### src/verilog/rxs_pkg.sv
// Package for the receiver status register bank: addresses, bit positions,
// reset values and widths.
// Assumes a 7-bit register address from the serial control port decoder.
package rxs_pkg;
   localparam int unsigned ADDR_W      = 7;
   localparam int unsigned DATA_W      = 8;
   localparam int unsigned RATIO_W     = 15;
   localparam int unsigned WORD_W      = 16;
   localparam int unsigned NA_TYPE_W   = 5;

   localparam logic [6:0] ADDR_RATIO_HIGH  = 7'h12;
   localparam logic [6:0] ADDR_RATIO_LOW   = 7'h13;
   localparam logic [6:0] ADDR_INFO_HIGH   = 7'h14;
   localparam logic [6:0] ADDR_INFO_LOW    = 7'h15;
   localparam logic [6:0] ADDR_LENGTH_HIGH = 7'h16;
   localparam logic [6:0] ADDR_LENGTH_LOW  = 7'h17;
   localparam logic [6:0] ADDR_FAULT       = 7'h18;
   localparam logic [6:0] ADDR_FAULT_MASK  = 7'h19;

   // Bit positions inside the fault and mask registers
   localparam int unsigned BIT_VALIDITY = 7;
   localparam int unsigned BIT_EMPH     = 6;
   localparam int unsigned BIT_NONAUDIO = 5;
   localparam int unsigned BIT_PREAMBLE = 4;
   localparam int unsigned BIT_CHECKSUM = 3;
   localparam int unsigned BIT_ABSENT   = 2;
   localparam int unsigned BIT_CODING   = 1;
   localparam int unsigned BIT_LOCK     = 0;

   // Bits that latch until read; the others follow a condition
   localparam logic [7:0] LATCHED_BITS = 8'h0a;

   localparam logic [7:0]  FLAGS_RST = 8'h00;
   localparam logic [7:0]  MASK_RST  = 8'h00;
   localparam logic [7:0]  DATA_ZERO = 8'h00;
   localparam logic [15:0] WORD_ZERO = 16'h0000;
endpackage : rxs_pkg

### src/verilog/rxs_status_regs.sv
// Receiver status register bank: sample rate ratio, burst preamble words,
// receiver fault flags with their interrupt mask, and the interrupt request.
// Assumes a serial control port decoder presenting one-cycle read and write
// strobes with a 7-bit address; all inputs are synchronous to mclk.
//
// Overview of operation
// 15-bit ratio split over high and low
// First preamble word, else zeros
// Second preamble word, else zeros
// Subframe mode shows channel B word
// Bit 7 follows the stream validity bit
// Bit 6 emphasis, event only on change
// Bit 5 nonaudio, event on change/type
// Bit 4 preamble detect, event on change
// Bit 3 checksum fault latched until read
// Bit 2 stream absent, event on change
// Bit 1 coding/parity error latched until read
// Bit 0 lock state, event on change
// Fault register ignores host writes
// Mask bit 1 lets flag interrupt
// Interrupt while unmasked event pending; read acknowledges
// High-byte read snapshots matching low byte
`timescale 1ns/1ps
module rxs_status_regs (
   // Clock and reset
   input  wire logic                          mclk,
   input  wire logic                          rst_n,
   // Register port
   input  wire logic [rxs_pkg::ADDR_W-1:0]    reg_addr,
   input  wire logic                          reg_rd,
   input  wire logic                          reg_wr,
   input  wire logic [rxs_pkg::DATA_W-1:0]    reg_wdata,
   output logic      [rxs_pkg::DATA_W-1:0]    reg_rdata,
   // Measured values
   input  wire logic [rxs_pkg::RATIO_W-1:0]   rate_ratio_value,
   input  wire logic                          nonaudio_detected,
   input  wire logic                          subframe_nonaudio,
   input  wire logic [rxs_pkg::WORD_W-1:0]    burst_info_word,
   input  wire logic [rxs_pkg::WORD_W-1:0]    burst_length_word,
   input  wire logic [rxs_pkg::WORD_W-1:0]    chb_info_word,
   // Receiver conditions
   input  wire logic                          received_validity_flag,
   input  wire logic                          emphasis_flag,
   input  wire logic                          cs_nonaudio_flag,
   input  wire logic [rxs_pkg::NA_TYPE_W-1:0] nonaudio_type,
   input  wire logic                          preamble_nonaudio_flag,
   input  wire logic                          chstat_checksum_fault,
   input  wire logic                          input_absent_flag,
   input  wire logic                          coding_error,
   input  wire logic                          pll_locked,
   // Interrupt
   output logic                               rx_irq
);

   logic [7:0]                      flags_q;
   logic [7:0]                      pend_q;
   logic [7:0]                      mask_q;
   logic [7:0]                      cond_d;
   logic [7:0]                      evt_d;
   logic [rxs_pkg::NA_TYPE_W-1:0]   type_q;
   logic [7:0]                      ratio_snap_q;
   logic [7:0]                      info_snap_q;
   logic [7:0]                      length_snap_q;
   logic [rxs_pkg::WORD_W-1:0]      info_live;
   logic [rxs_pkg::WORD_W-1:0]      length_live;
   logic [rxs_pkg::WORD_W-1:0]      ratio_live;
   logic                            fault_rd;
   logic                            type_chg;

   assign fault_rd = reg_rd && (reg_addr == rxs_pkg::ADDR_FAULT);
   assign type_chg = cs_nonaudio_flag && (nonaudio_type != type_q);

   // Preamble words collapse to zero outside compressed data
   assign info_live   = nonaudio_detected ? burst_info_word : rxs_pkg::WORD_ZERO;
   assign length_live = !nonaudio_detected ? rxs_pkg::WORD_ZERO :
                        (subframe_nonaudio ? chb_info_word : burst_length_word);
   assign ratio_live  = {1'b0, rate_ratio_value};

   // Present condition for each flag; latched bits carry their event pulse
   always_comb begin
      cond_d                         = rxs_pkg::FLAGS_RST;
      cond_d[rxs_pkg::BIT_VALIDITY]  = received_validity_flag;
      cond_d[rxs_pkg::BIT_EMPH]      = emphasis_flag;
      cond_d[rxs_pkg::BIT_NONAUDIO]  = cs_nonaudio_flag;
      cond_d[rxs_pkg::BIT_PREAMBLE]  = preamble_nonaudio_flag;
      cond_d[rxs_pkg::BIT_CHECKSUM]  = chstat_checksum_fault;
      cond_d[rxs_pkg::BIT_ABSENT]    = input_absent_flag;
      cond_d[rxs_pkg::BIT_CODING]    = coding_error;
      cond_d[rxs_pkg::BIT_LOCK]      = pll_locked;
   end

   // Per-bit flag and pending event
   for (genvar i = 0; i < 8; i++) begin : g_flag
      if (rxs_pkg::LATCHED_BITS[i]) begin : g_latch
         assign evt_d[i] = cond_d[i];
         always_ff @(posedge mclk or negedge rst_n) begin
            if (!rst_n) begin
               flags_q[i] <= 1'b0;
            end else if (cond_d[i]) begin
               flags_q[i] <= 1'b1;
            end else if (fault_rd) begin
               flags_q[i] <= 1'b0;
            end
         end
      end else begin : g_level
         // Type change while cs_nonaudio_flag is set counts as a fresh nonaudio event
         if (i == rxs_pkg::BIT_NONAUDIO) begin : g_na
            assign evt_d[i] = (cond_d[i] != flags_q[i]) || type_chg;
         end else begin : g_plain
            assign evt_d[i] = (cond_d[i] != flags_q[i]);
         end
         always_ff @(posedge mclk or negedge rst_n) begin
            if (!rst_n) begin
               flags_q[i] <= 1'b0;
            end else begin
               flags_q[i] <= cond_d[i];
            end
         end
      end
      // New event beats the acknowledge of a read in the same cycle
      always_ff @(posedge mclk or negedge rst_n) begin
         if (!rst_n) begin
            pend_q[i] <= 1'b0;
         end else if (evt_d[i]) begin
            pend_q[i] <= 1'b1;
         end else if (fault_rd) begin
            pend_q[i] <= 1'b0;
         end
      end
   end

   always_ff @(posedge mclk or negedge rst_n) begin
      if (!rst_n) begin
         type_q <= '0;
      end else begin
         type_q <= nonaudio_type;
      end
   end

   // Only the mask is writable; the fault flags take no write path
   always_ff @(posedge mclk or negedge rst_n) begin
      if (!rst_n) begin
         mask_q <= rxs_pkg::MASK_RST;
      end else if (reg_wr && (reg_addr == rxs_pkg::ADDR_FAULT_MASK)) begin
         mask_q <= reg_wdata;
      end
   end

   always_ff @(posedge mclk or negedge rst_n) begin
      if (!rst_n) begin
         rx_irq <= 1'b0;
      end else begin
         rx_irq <= |(pend_q & mask_q);
      end
   end

   // Low bytes frozen when the high byte is read
   always_ff @(posedge mclk or negedge rst_n) begin
      if (!rst_n) begin
         ratio_snap_q  <= rxs_pkg::DATA_ZERO;
         info_snap_q   <= rxs_pkg::DATA_ZERO;
         length_snap_q <= rxs_pkg::DATA_ZERO;
      end else if (reg_rd) begin
         if (reg_addr == rxs_pkg::ADDR_RATIO_HIGH) begin
            ratio_snap_q <= ratio_live[7:0];
         end
         if (reg_addr == rxs_pkg::ADDR_INFO_HIGH) begin
            info_snap_q <= info_live[7:0];
         end
         if (reg_addr == rxs_pkg::ADDR_LENGTH_HIGH) begin
            length_snap_q <= length_live[7:0];
         end
      end
   end

   // Read data; unmapped addresses read zero
   always_ff @(posedge mclk or negedge rst_n) begin
      if (!rst_n) begin
         reg_rdata <= rxs_pkg::DATA_ZERO;
      end else if (reg_rd) begin
         case (reg_addr)
            rxs_pkg::ADDR_RATIO_HIGH:  reg_rdata <= ratio_live[15:8];
            rxs_pkg::ADDR_RATIO_LOW:   reg_rdata <= ratio_snap_q;
            rxs_pkg::ADDR_INFO_HIGH:   reg_rdata <= info_live[15:8];
            rxs_pkg::ADDR_INFO_LOW:    reg_rdata <= info_snap_q;
            rxs_pkg::ADDR_LENGTH_HIGH: reg_rdata <= length_live[15:8];
            rxs_pkg::ADDR_LENGTH_LOW:  reg_rdata <= length_snap_q;
            rxs_pkg::ADDR_FAULT:       reg_rdata <= flags_q;
            rxs_pkg::ADDR_FAULT_MASK:  reg_rdata <= mask_q;
            default:                   reg_rdata <= rxs_pkg::DATA_ZERO;
         endcase
      end
   end

   a_ratio_high: assert property (@(posedge mclk) disable iff (!rst_n)
      reg_rd && reg_addr == rxs_pkg::ADDR_RATIO_HIGH |=>
      reg_rdata == {1'b0, $past(rate_ratio_value[14:8])})
      else $error("ratio high byte wrong");

   // Host reads every other cycle, so the pair is checked with one idle cycle between
   a_ratio_pair: assert property (@(posedge mclk) disable iff (!rst_n)
      reg_rd && reg_addr == rxs_pkg::ADDR_RATIO_HIGH ##1 !reg_rd ##1
      reg_rd && reg_addr == rxs_pkg::ADDR_RATIO_LOW |=>
      reg_rdata == $past(rate_ratio_value[7:0], 3))
      else $error("ratio low byte not coherent");

   a_info_zero: assert property (@(posedge mclk) disable iff (!rst_n)
      reg_rd && reg_addr == rxs_pkg::ADDR_INFO_HIGH && !nonaudio_detected |=>
      reg_rdata == rxs_pkg::DATA_ZERO)
      else $error("preamble info not zero in audio");

   a_chb_select: assert property (@(posedge mclk) disable iff (!rst_n)
      reg_rd && reg_addr == rxs_pkg::ADDR_LENGTH_HIGH && nonaudio_detected
      && subframe_nonaudio |=> reg_rdata == $past(chb_info_word[15:8]))
      else $error("channel B word not shown");

   a_length_word: assert property (@(posedge mclk) disable iff (!rst_n)
      reg_rd && reg_addr == rxs_pkg::ADDR_LENGTH_HIGH && nonaudio_detected
      && !subframe_nonaudio |=> reg_rdata == $past(burst_length_word[15:8]))
      else $error("second preamble word wrong");

   a_checksum_hold: assert property (@(posedge mclk) disable iff (!rst_n)
      chstat_checksum_fault ##1 !fault_rd [*3] |=> flags_q[rxs_pkg::BIT_CHECKSUM])
      else $error("checksum flag lost before read");

   a_coding_clear: assert property (@(posedge mclk) disable iff (!rst_n)
      fault_rd && !coding_error |=> !flags_q[rxs_pkg::BIT_CODING])
      else $error("coding flag not cleared by read");

   a_write_ignored: assert property (@(posedge mclk) disable iff (!rst_n)
      reg_wr && reg_addr == rxs_pkg::ADDR_FAULT && !reg_rd
      && !chstat_checksum_fault && !coding_error |=>
      $stable(flags_q[rxs_pkg::BIT_CHECKSUM]) && $stable(flags_q[rxs_pkg::BIT_CODING]))
      else $error("write changed fault flags");

   a_lock_follow: assert property (@(posedge mclk) disable iff (!rst_n)
      $changed(pll_locked) |=> flags_q[rxs_pkg::BIT_LOCK] == $past(pll_locked)
      ##1 pend_q[rxs_pkg::BIT_LOCK] || $past(fault_rd))
      else $error("lock change not recorded");

   a_valid_follow: assert property (@(posedge mclk) disable iff (!rst_n)
      1'b1 |=> flags_q[rxs_pkg::BIT_VALIDITY] == $past(received_validity_flag))
      else $error("validity bit not tracked");

   a_irq_masked: assert property (@(posedge mclk) disable iff (!rst_n)
      mask_q == rxs_pkg::MASK_RST [*2] |-> !rx_irq)
      else $error("interrupt with all masked");

   a_irq_pending: assert property (@(posedge mclk) disable iff (!rst_n)
      |(pend_q & mask_q) |=> rx_irq)
      else $error("pending event gave no interrupt");

   a_na_type: assert property (@(posedge mclk) disable iff (!rst_n)
      type_chg |=> pend_q[rxs_pkg::BIT_NONAUDIO])
      else $error("nonaudio type change gave no event");

   a_info_word: assert property (@(posedge mclk) disable iff (!rst_n)
      reg_rd && reg_addr == rxs_pkg::ADDR_INFO_HIGH && nonaudio_detected |=>
      reg_rdata == $past(burst_info_word[15:8]))
      else $error("first preamble word wrong");

   a_info_pair: assert property (@(posedge mclk) disable iff (!rst_n)
      reg_rd && reg_addr == rxs_pkg::ADDR_INFO_HIGH && nonaudio_detected ##1 !reg_rd ##1
      reg_rd && reg_addr == rxs_pkg::ADDR_INFO_LOW |=>
      reg_rdata == $past(burst_info_word[7:0], 3))
      else $error("preamble low byte not coherent");

   a_length_zero: assert property (@(posedge mclk) disable iff (!rst_n)
      reg_rd && reg_addr == rxs_pkg::ADDR_LENGTH_HIGH && !nonaudio_detected |=>
      reg_rdata == rxs_pkg::DATA_ZERO)
      else $error("second preamble word not zero in audio");

   a_emph_event: assert property (@(posedge mclk) disable iff (!rst_n)
      $changed(emphasis_flag) |=> pend_q[rxs_pkg::BIT_EMPH]
      && flags_q[rxs_pkg::BIT_EMPH] == $past(emphasis_flag))
      else $error("emphasis change not recorded");

   a_emph_quiet: assert property (@(posedge mclk) disable iff (!rst_n)
      fault_rd && emphasis_flag && flags_q[rxs_pkg::BIT_EMPH] |=>
      flags_q[rxs_pkg::BIT_EMPH] && !pend_q[rxs_pkg::BIT_EMPH])
      else $error("emphasis flag dropped or re-raised after read");

   a_na_event: assert property (@(posedge mclk) disable iff (!rst_n)
      $changed(cs_nonaudio_flag) |=> pend_q[rxs_pkg::BIT_NONAUDIO])
      else $error("nonaudio change gave no event");

   a_pre_event: assert property (@(posedge mclk) disable iff (!rst_n)
      $changed(preamble_nonaudio_flag) |=> pend_q[rxs_pkg::BIT_PREAMBLE])
      else $error("preamble detect change gave no event");

   a_absent_quiet: assert property (@(posedge mclk) disable iff (!rst_n)
      fault_rd && input_absent_flag && flags_q[rxs_pkg::BIT_ABSENT] |=>
      flags_q[rxs_pkg::BIT_ABSENT] && !pend_q[rxs_pkg::BIT_ABSENT])
      else $error("absent flag dropped or re-raised after read");

   a_checksum_set: assert property (@(posedge mclk) disable iff (!rst_n)
      chstat_checksum_fault |=> flags_q[rxs_pkg::BIT_CHECKSUM]
      && pend_q[rxs_pkg::BIT_CHECKSUM])
      else $error("checksum fault not latched");

   a_coding_set: assert property (@(posedge mclk) disable iff (!rst_n)
      coding_error |=> flags_q[rxs_pkg::BIT_CODING] && pend_q[rxs_pkg::BIT_CODING])
      else $error("coding error not latched");

   a_mask_write: assert property (@(posedge mclk) disable iff (!rst_n)
      reg_wr && reg_addr == rxs_pkg::ADDR_FAULT_MASK |=> mask_q == $past(reg_wdata))
      else $error("mask write lost");

   // Without a fresh event the request must fall two edges after the read
   a_irq_ack: assert property (@(posedge mclk) disable iff (!rst_n)
      fault_rd && evt_d == rxs_pkg::FLAGS_RST |-> ##2 !rx_irq)
      else $error("interrupt not acknowledged by read");

   a_lock_read: assert property (@(posedge mclk) disable iff (!rst_n)
      fault_rd && pll_locked == flags_q[rxs_pkg::BIT_LOCK] |=>
      !pend_q[rxs_pkg::BIT_LOCK])
      else $error("steady lock raised an event after read");

endmodule : rxs_status_regs
### config.mk
export PLATFORM = sky130hd
export DESIGN_NAME = rxs_status_regs
export DESIGN_NICKNAME = d
export VERILOG_FILES = /design/src/verilog/rxs_pkg.sv /design/src/verilog/rxs_status_regs.sv
export SDC_FILE = /design/constraint.sdc
export NUM_CORES = 1
export LEC_CHECK = 0
export BUFFER_PORTS_ARGS = -buffer_cell sky130_fd_sc_hd__buf_2
export CORE_ASPECT_RATIO = 0.75
export CORE_UTILIZATION = 50
export CTS_CLUSTER_SIZE = 8
export DETAILED_ROUTE_END_ITERATION = 10
export GPL_ROUTABILITY_DRIVEN = 0
export PLACE_DENSITY = 0.91
export SLEW_MARGIN = 20
export SYNTH_ARGS = -nofsm -noshare
export SYNTH_HDL_FRONTEND = slang
export SYNTH_SLANG_ARGS = --single-unit
### constraint.sdc
create_clock -name mclk -period 1.2 [get_ports mclk]
set_input_delay 0.12 -clock mclk [delete_from_list [all_inputs] [get_ports mclk]]
set_output_delay 0.12 -clock mclk [all_outputs]
set_load 0.02 [all_outputs]
==> results.txt <==
- The run finished, with violations left.
- Violations in the final reports: negative setup slack
- Summed over all nets, wire length on met2 after detailed routing comes to 4.37 mm.
* Most frequent cells in the layout: buf_2, dfrtp_1, nand2_1
- Count of nets left with antenna violations after detail routing: 0
- Startpoint of the lowest-slack hold path: rate_ratio_value[2]
- The count of buffers added on input and output ports is 105.
- Timing would allow up to 809 MHz.
- In the post-route analysis, the smallest setup slack over all paths is -35.4 ps.
- Leaving out fill and tap cells, the most frequent cell in the layout is buf_2.
* Number of global-route vias before repair: 2,906
* Antenna violations before repair: 0
* Sort of element at the start of the critical path: flop
* Post-synthesis sequential element count: 60
- Std-Cell Core Area: 0.00583 mm²
* Max VDD drop: 0.000960 V
- The finished cells cover 0.00434 mm².
- The routed layout has 2,944 vias.
* Post-Syn Area per Cell: 10.7 µm²
- After detailed routing, the wire length on met1 is 3.80 mm.
* First-pass detailed-route iteration total: 5
- Sum of routed wire length over all layers: 9.37 mm
* Highest routing layer actually used: met4
- Largest fanout on the critical path: 2
- Unique masters post-synth: 33
* Routed length on met3: 877 µm
- Worst min-delay path class: in2reg
* Area after detailed placement: 0.00382 mm²
- Final routed wire length divided by cell count: 17.9 µm
- Subtracting the final worst setup slack from the clock period gives 1240 ps.
- Endpoint of the worst hold path: ratio_snap_q[2]$_DFFE_PN0P_
* Clock root cell: clkbuf_8
- Pin count of the biggest net entering global routing: 61
- Ratio of final minimum period to clock period: 1.03
- Antenna fix cells: 0
- Accumulated negative setup slack: -55.9 ps
- Clock transition at the register clock pins on the worst setup and hold paths after CTS: 70 ps
- Total gr overflow: 0
- Compared with the post-synthesis result, the final layout area differs by 43.9%.
* Total power divided by cell area: 1160 mW/mm²
- CTS built an H-tree with a depth of 3.
- Between clock sinks in the finished design, the worst skew comes to 7.19 ps.
- CTS saw 60 sinks.
* R2r worst-path depth: 4
- Post-Syn Area: 0.00302 mm²
- Deepest clock path buffer count: 2
- Worst slew margin relative to its limit: 0.770
- Final setup violating endpoints: 2
- Max-cap violations in this run came to 0.
- Fillers: 394
- Share of final-layout standard cells stronger than drive strength 1: 0.429
- Number of CTS-inserted buffers: 9
- The share of the Yosys chip area taken by registers is 0.498.
- For this run, the total global-route usage over all layers was measured as 0.306.
- For the worst-skew pair, the clock arrives at the later sink with an insertion delay of 360 ps.
- Before CTS, the worst setup slack after placement is -323 ps.
* Critical Path AT: 1460 ps
- Mapped Cells: 283
* Width of the chip: 91.7 µm
- Setup repair after global routing could not meet its margin everywhere.
- Element type at the critical path end: flop
* Final slew viol count: 0
* Number of cells on the worst hold path: 2
- Static power due to leakage: 2.10 nW
- At the worst endpoint, the required time is 1430 ps.
- Detailed placement ended at an HPWL of 6.45 mm.
- Yosys warning total: 0
- In the final design database the tool counted 537 nets.
- The die covers 0.00635 mm².
- Global-route wire length before repair: 14.5 mm
- The final hold violation count was 0.
- For this block, the initial DRC count from the detailed router was 358.
* Synthesized netlist net count: 380
* Vias per inst: 5.63
- In this run the register-to-register setup slack is -40 ps.
- 106 I/O pins were placed.
- The worst register-to-register path begins at ratio_snap_q[3]$_DFFE_PN0P_.
- Tightest Pin Transition: 344 ps
- Die extent in y: 69.3 µm
- The worst register-to-register path ends at reg_rdata[3]$_DFFE_PN0P_.
- For this run, design rule violations remaining after detail routing come to 0.
* WS Path Type: reg2reg
* Initial core utilization: 0.518
- TritonCTS built the clock tree.
* Site row count: 24
flip-flops by register name, indices dropped and copies added (netlist names):
signal / count
mask_q: 8
length_snap_q: 8
ratio_snap_q: 8
info_snap_q: 8
type_q: 5
pend_q: 8
reg_rdata: 8
flags_q: 6
rx_irq: 1
worst max path at each step:
| stage | start | to | slack, ps | cells past startpoint |
|---|---|---|---|---|
| after detailed placement | reg_addr[5] | reg_rdata[2]$_DFFE_PN0P_ | -320 | 8 |
| after global routing | reg_addr[6] | length_snap_q[0]$_DFFE_PN0P_ | -80 | 6 |
| after floorplan | reg_addr[5] | mask_q[0]$_DFFE_PN0P_ | 5 | 4 |
| after global placement | reg_addr[5] | mask_q[0]$_DFFE_PN0P_ | -220 | 5 |
| after CTS | reg_addr[5] | reg_rdata[2]$_DFFE_PN0P_ | 9 | 8 |
| final | ratio_snap_q[3]$_DFFE_PN0P_ | reg_rdata[3]$_DFFE_PN0P_ | -40 | 4 |
synthesized netlist by cell type:
| cell type | number | area (µm²) |
|---|---|---|
| nand3b_2 | 1 | 11.3 |
| and3_1 | 1 | 6.26 |
| and3b_2 | 1 | 10.0 |
| nand3b_1 | 1 | 7.51 |
| nor3b_2 | 1 | 12.5 |
| nand3_2 | 1 | 10.0 |
| nand4b_1 | 1 | 8.76 |
| and3b_1 | 1 | 8.76 |
| nor3_1 | 1 | 5.00 |
| dfrtp_1 | 60 | 1500 |
| o21ai_0 | 23 | 115 |
| clkbuf_1 | 3 | 11.3 |
| a211oi_1 | 6 | 45.0 |
| mux2i_1 | 30 | 300 |
| a32o_1 | 1 | 10.0 |
| nor3b_4 | 2 | 37.5 |
| a22oi_1 | 4 | 30.0 |
| nand2_1 | 53 | 199 |
| a21oi_1 | 1 | 5.00 |
| inv_1 | 8 | 30.0 |
| nand4_1 | 2 | 12.5 |
| buf_2 | 8 | 40.0 |
| a21o_1 | 2 | 15.0 |
| buf_6 | 1 | 11.3 |
| o2bb2ai_1 | 3 | 26.3 |
| nor2_1 | 8 | 30.0 |
| o22ai_1 | 16 | 100 |
| nand2_2 | 2 | 12.5 |
| xnor2_1 | 11 | 96.3 |
| nor3b_1 | 1 | 7.51 |
| nand3_1 | 4 | 20.0 |
| mux2_2 | 24 | 270 |
| nand2b_2 | 1 | 8.76 |
worst max-delay path, stage by stage, from the launching register on:
cell,delay (ps)
dfrtp_1,390
mux2i_1,210
o22ai_1,140
a211oi_2,260
o22ai_1,100
what timing repair did:
action,4_1_cts,5_1_grt
pin swaps,0,5
hold endpoints to repair,82,0
setup buffers,0,2
gates resized for setup,2,7
setup endpoints to repair,2,24
hold buffers,23,0
area by class of cell:
| type | instances | area, µm² | share of cell area |
|---|---|---|---|
| Timing Repair Buffer | 158 | 1020 | 0.236 |
| Clock buffer | 10 | 138 | 0.0317 |
| Clock inverter | 6 | 87.6 | 0.0202 |
| Multi-Input combinational cell | 203 | 1460 | 0.337 |
| Inverter | 8 | 30.0 | 0.00692 |
| Sequential cell | 60 | 1500 | 0.346 |
| Tap cell | 78 | 97.6 | 0.0225 |
kinds of logic (layout without fill, tap and decap cells):
logic type,count (synthesis),count (layout),synth area share
and+or+nand+nor,82,82,0.135
DFF,60,60,0.498
AOI/OAI and AO/OA,56,56,0.115
muxes,54,54,0.189
buffers and inverters,20,182,0.0307
xor gates and xnor gates,11,11,0.0319
per-layer routing:
layer / GRT usage / vias to the layer above
met4: 0.123 / 0
met2: 0.490 / 197
met1: 0.396 / 1392
li1: - / 1312
met3: 0.0855 / 43
met5: 0 / -
where the power goes:
group          internal, mW  leakage [nW]  total (mW)  switching, mW
logic                 0.410          1.24       0.760          0.349
clock network          1.22         0.105        2.07          0.855
registers              2.12         0.760        2.19         0.0680
metrics by stage:
stage | total power, mW | hold WS [ps] | instances | utilization
floorplan | 2.52 | -176 | 283 | -
global placement | 2.86 | 142 | 482 | 0.656
detailed placement | 2.89 | 146 | 482 | 0.656
CTS | 4.99 | 1.36 | 521 | 0.736
global route | 5.22 | 3.50 | 523 | 0.745
finish | 5.03 | 4.57 | 523 | 0.745
(Power assumes the default switching activity.)
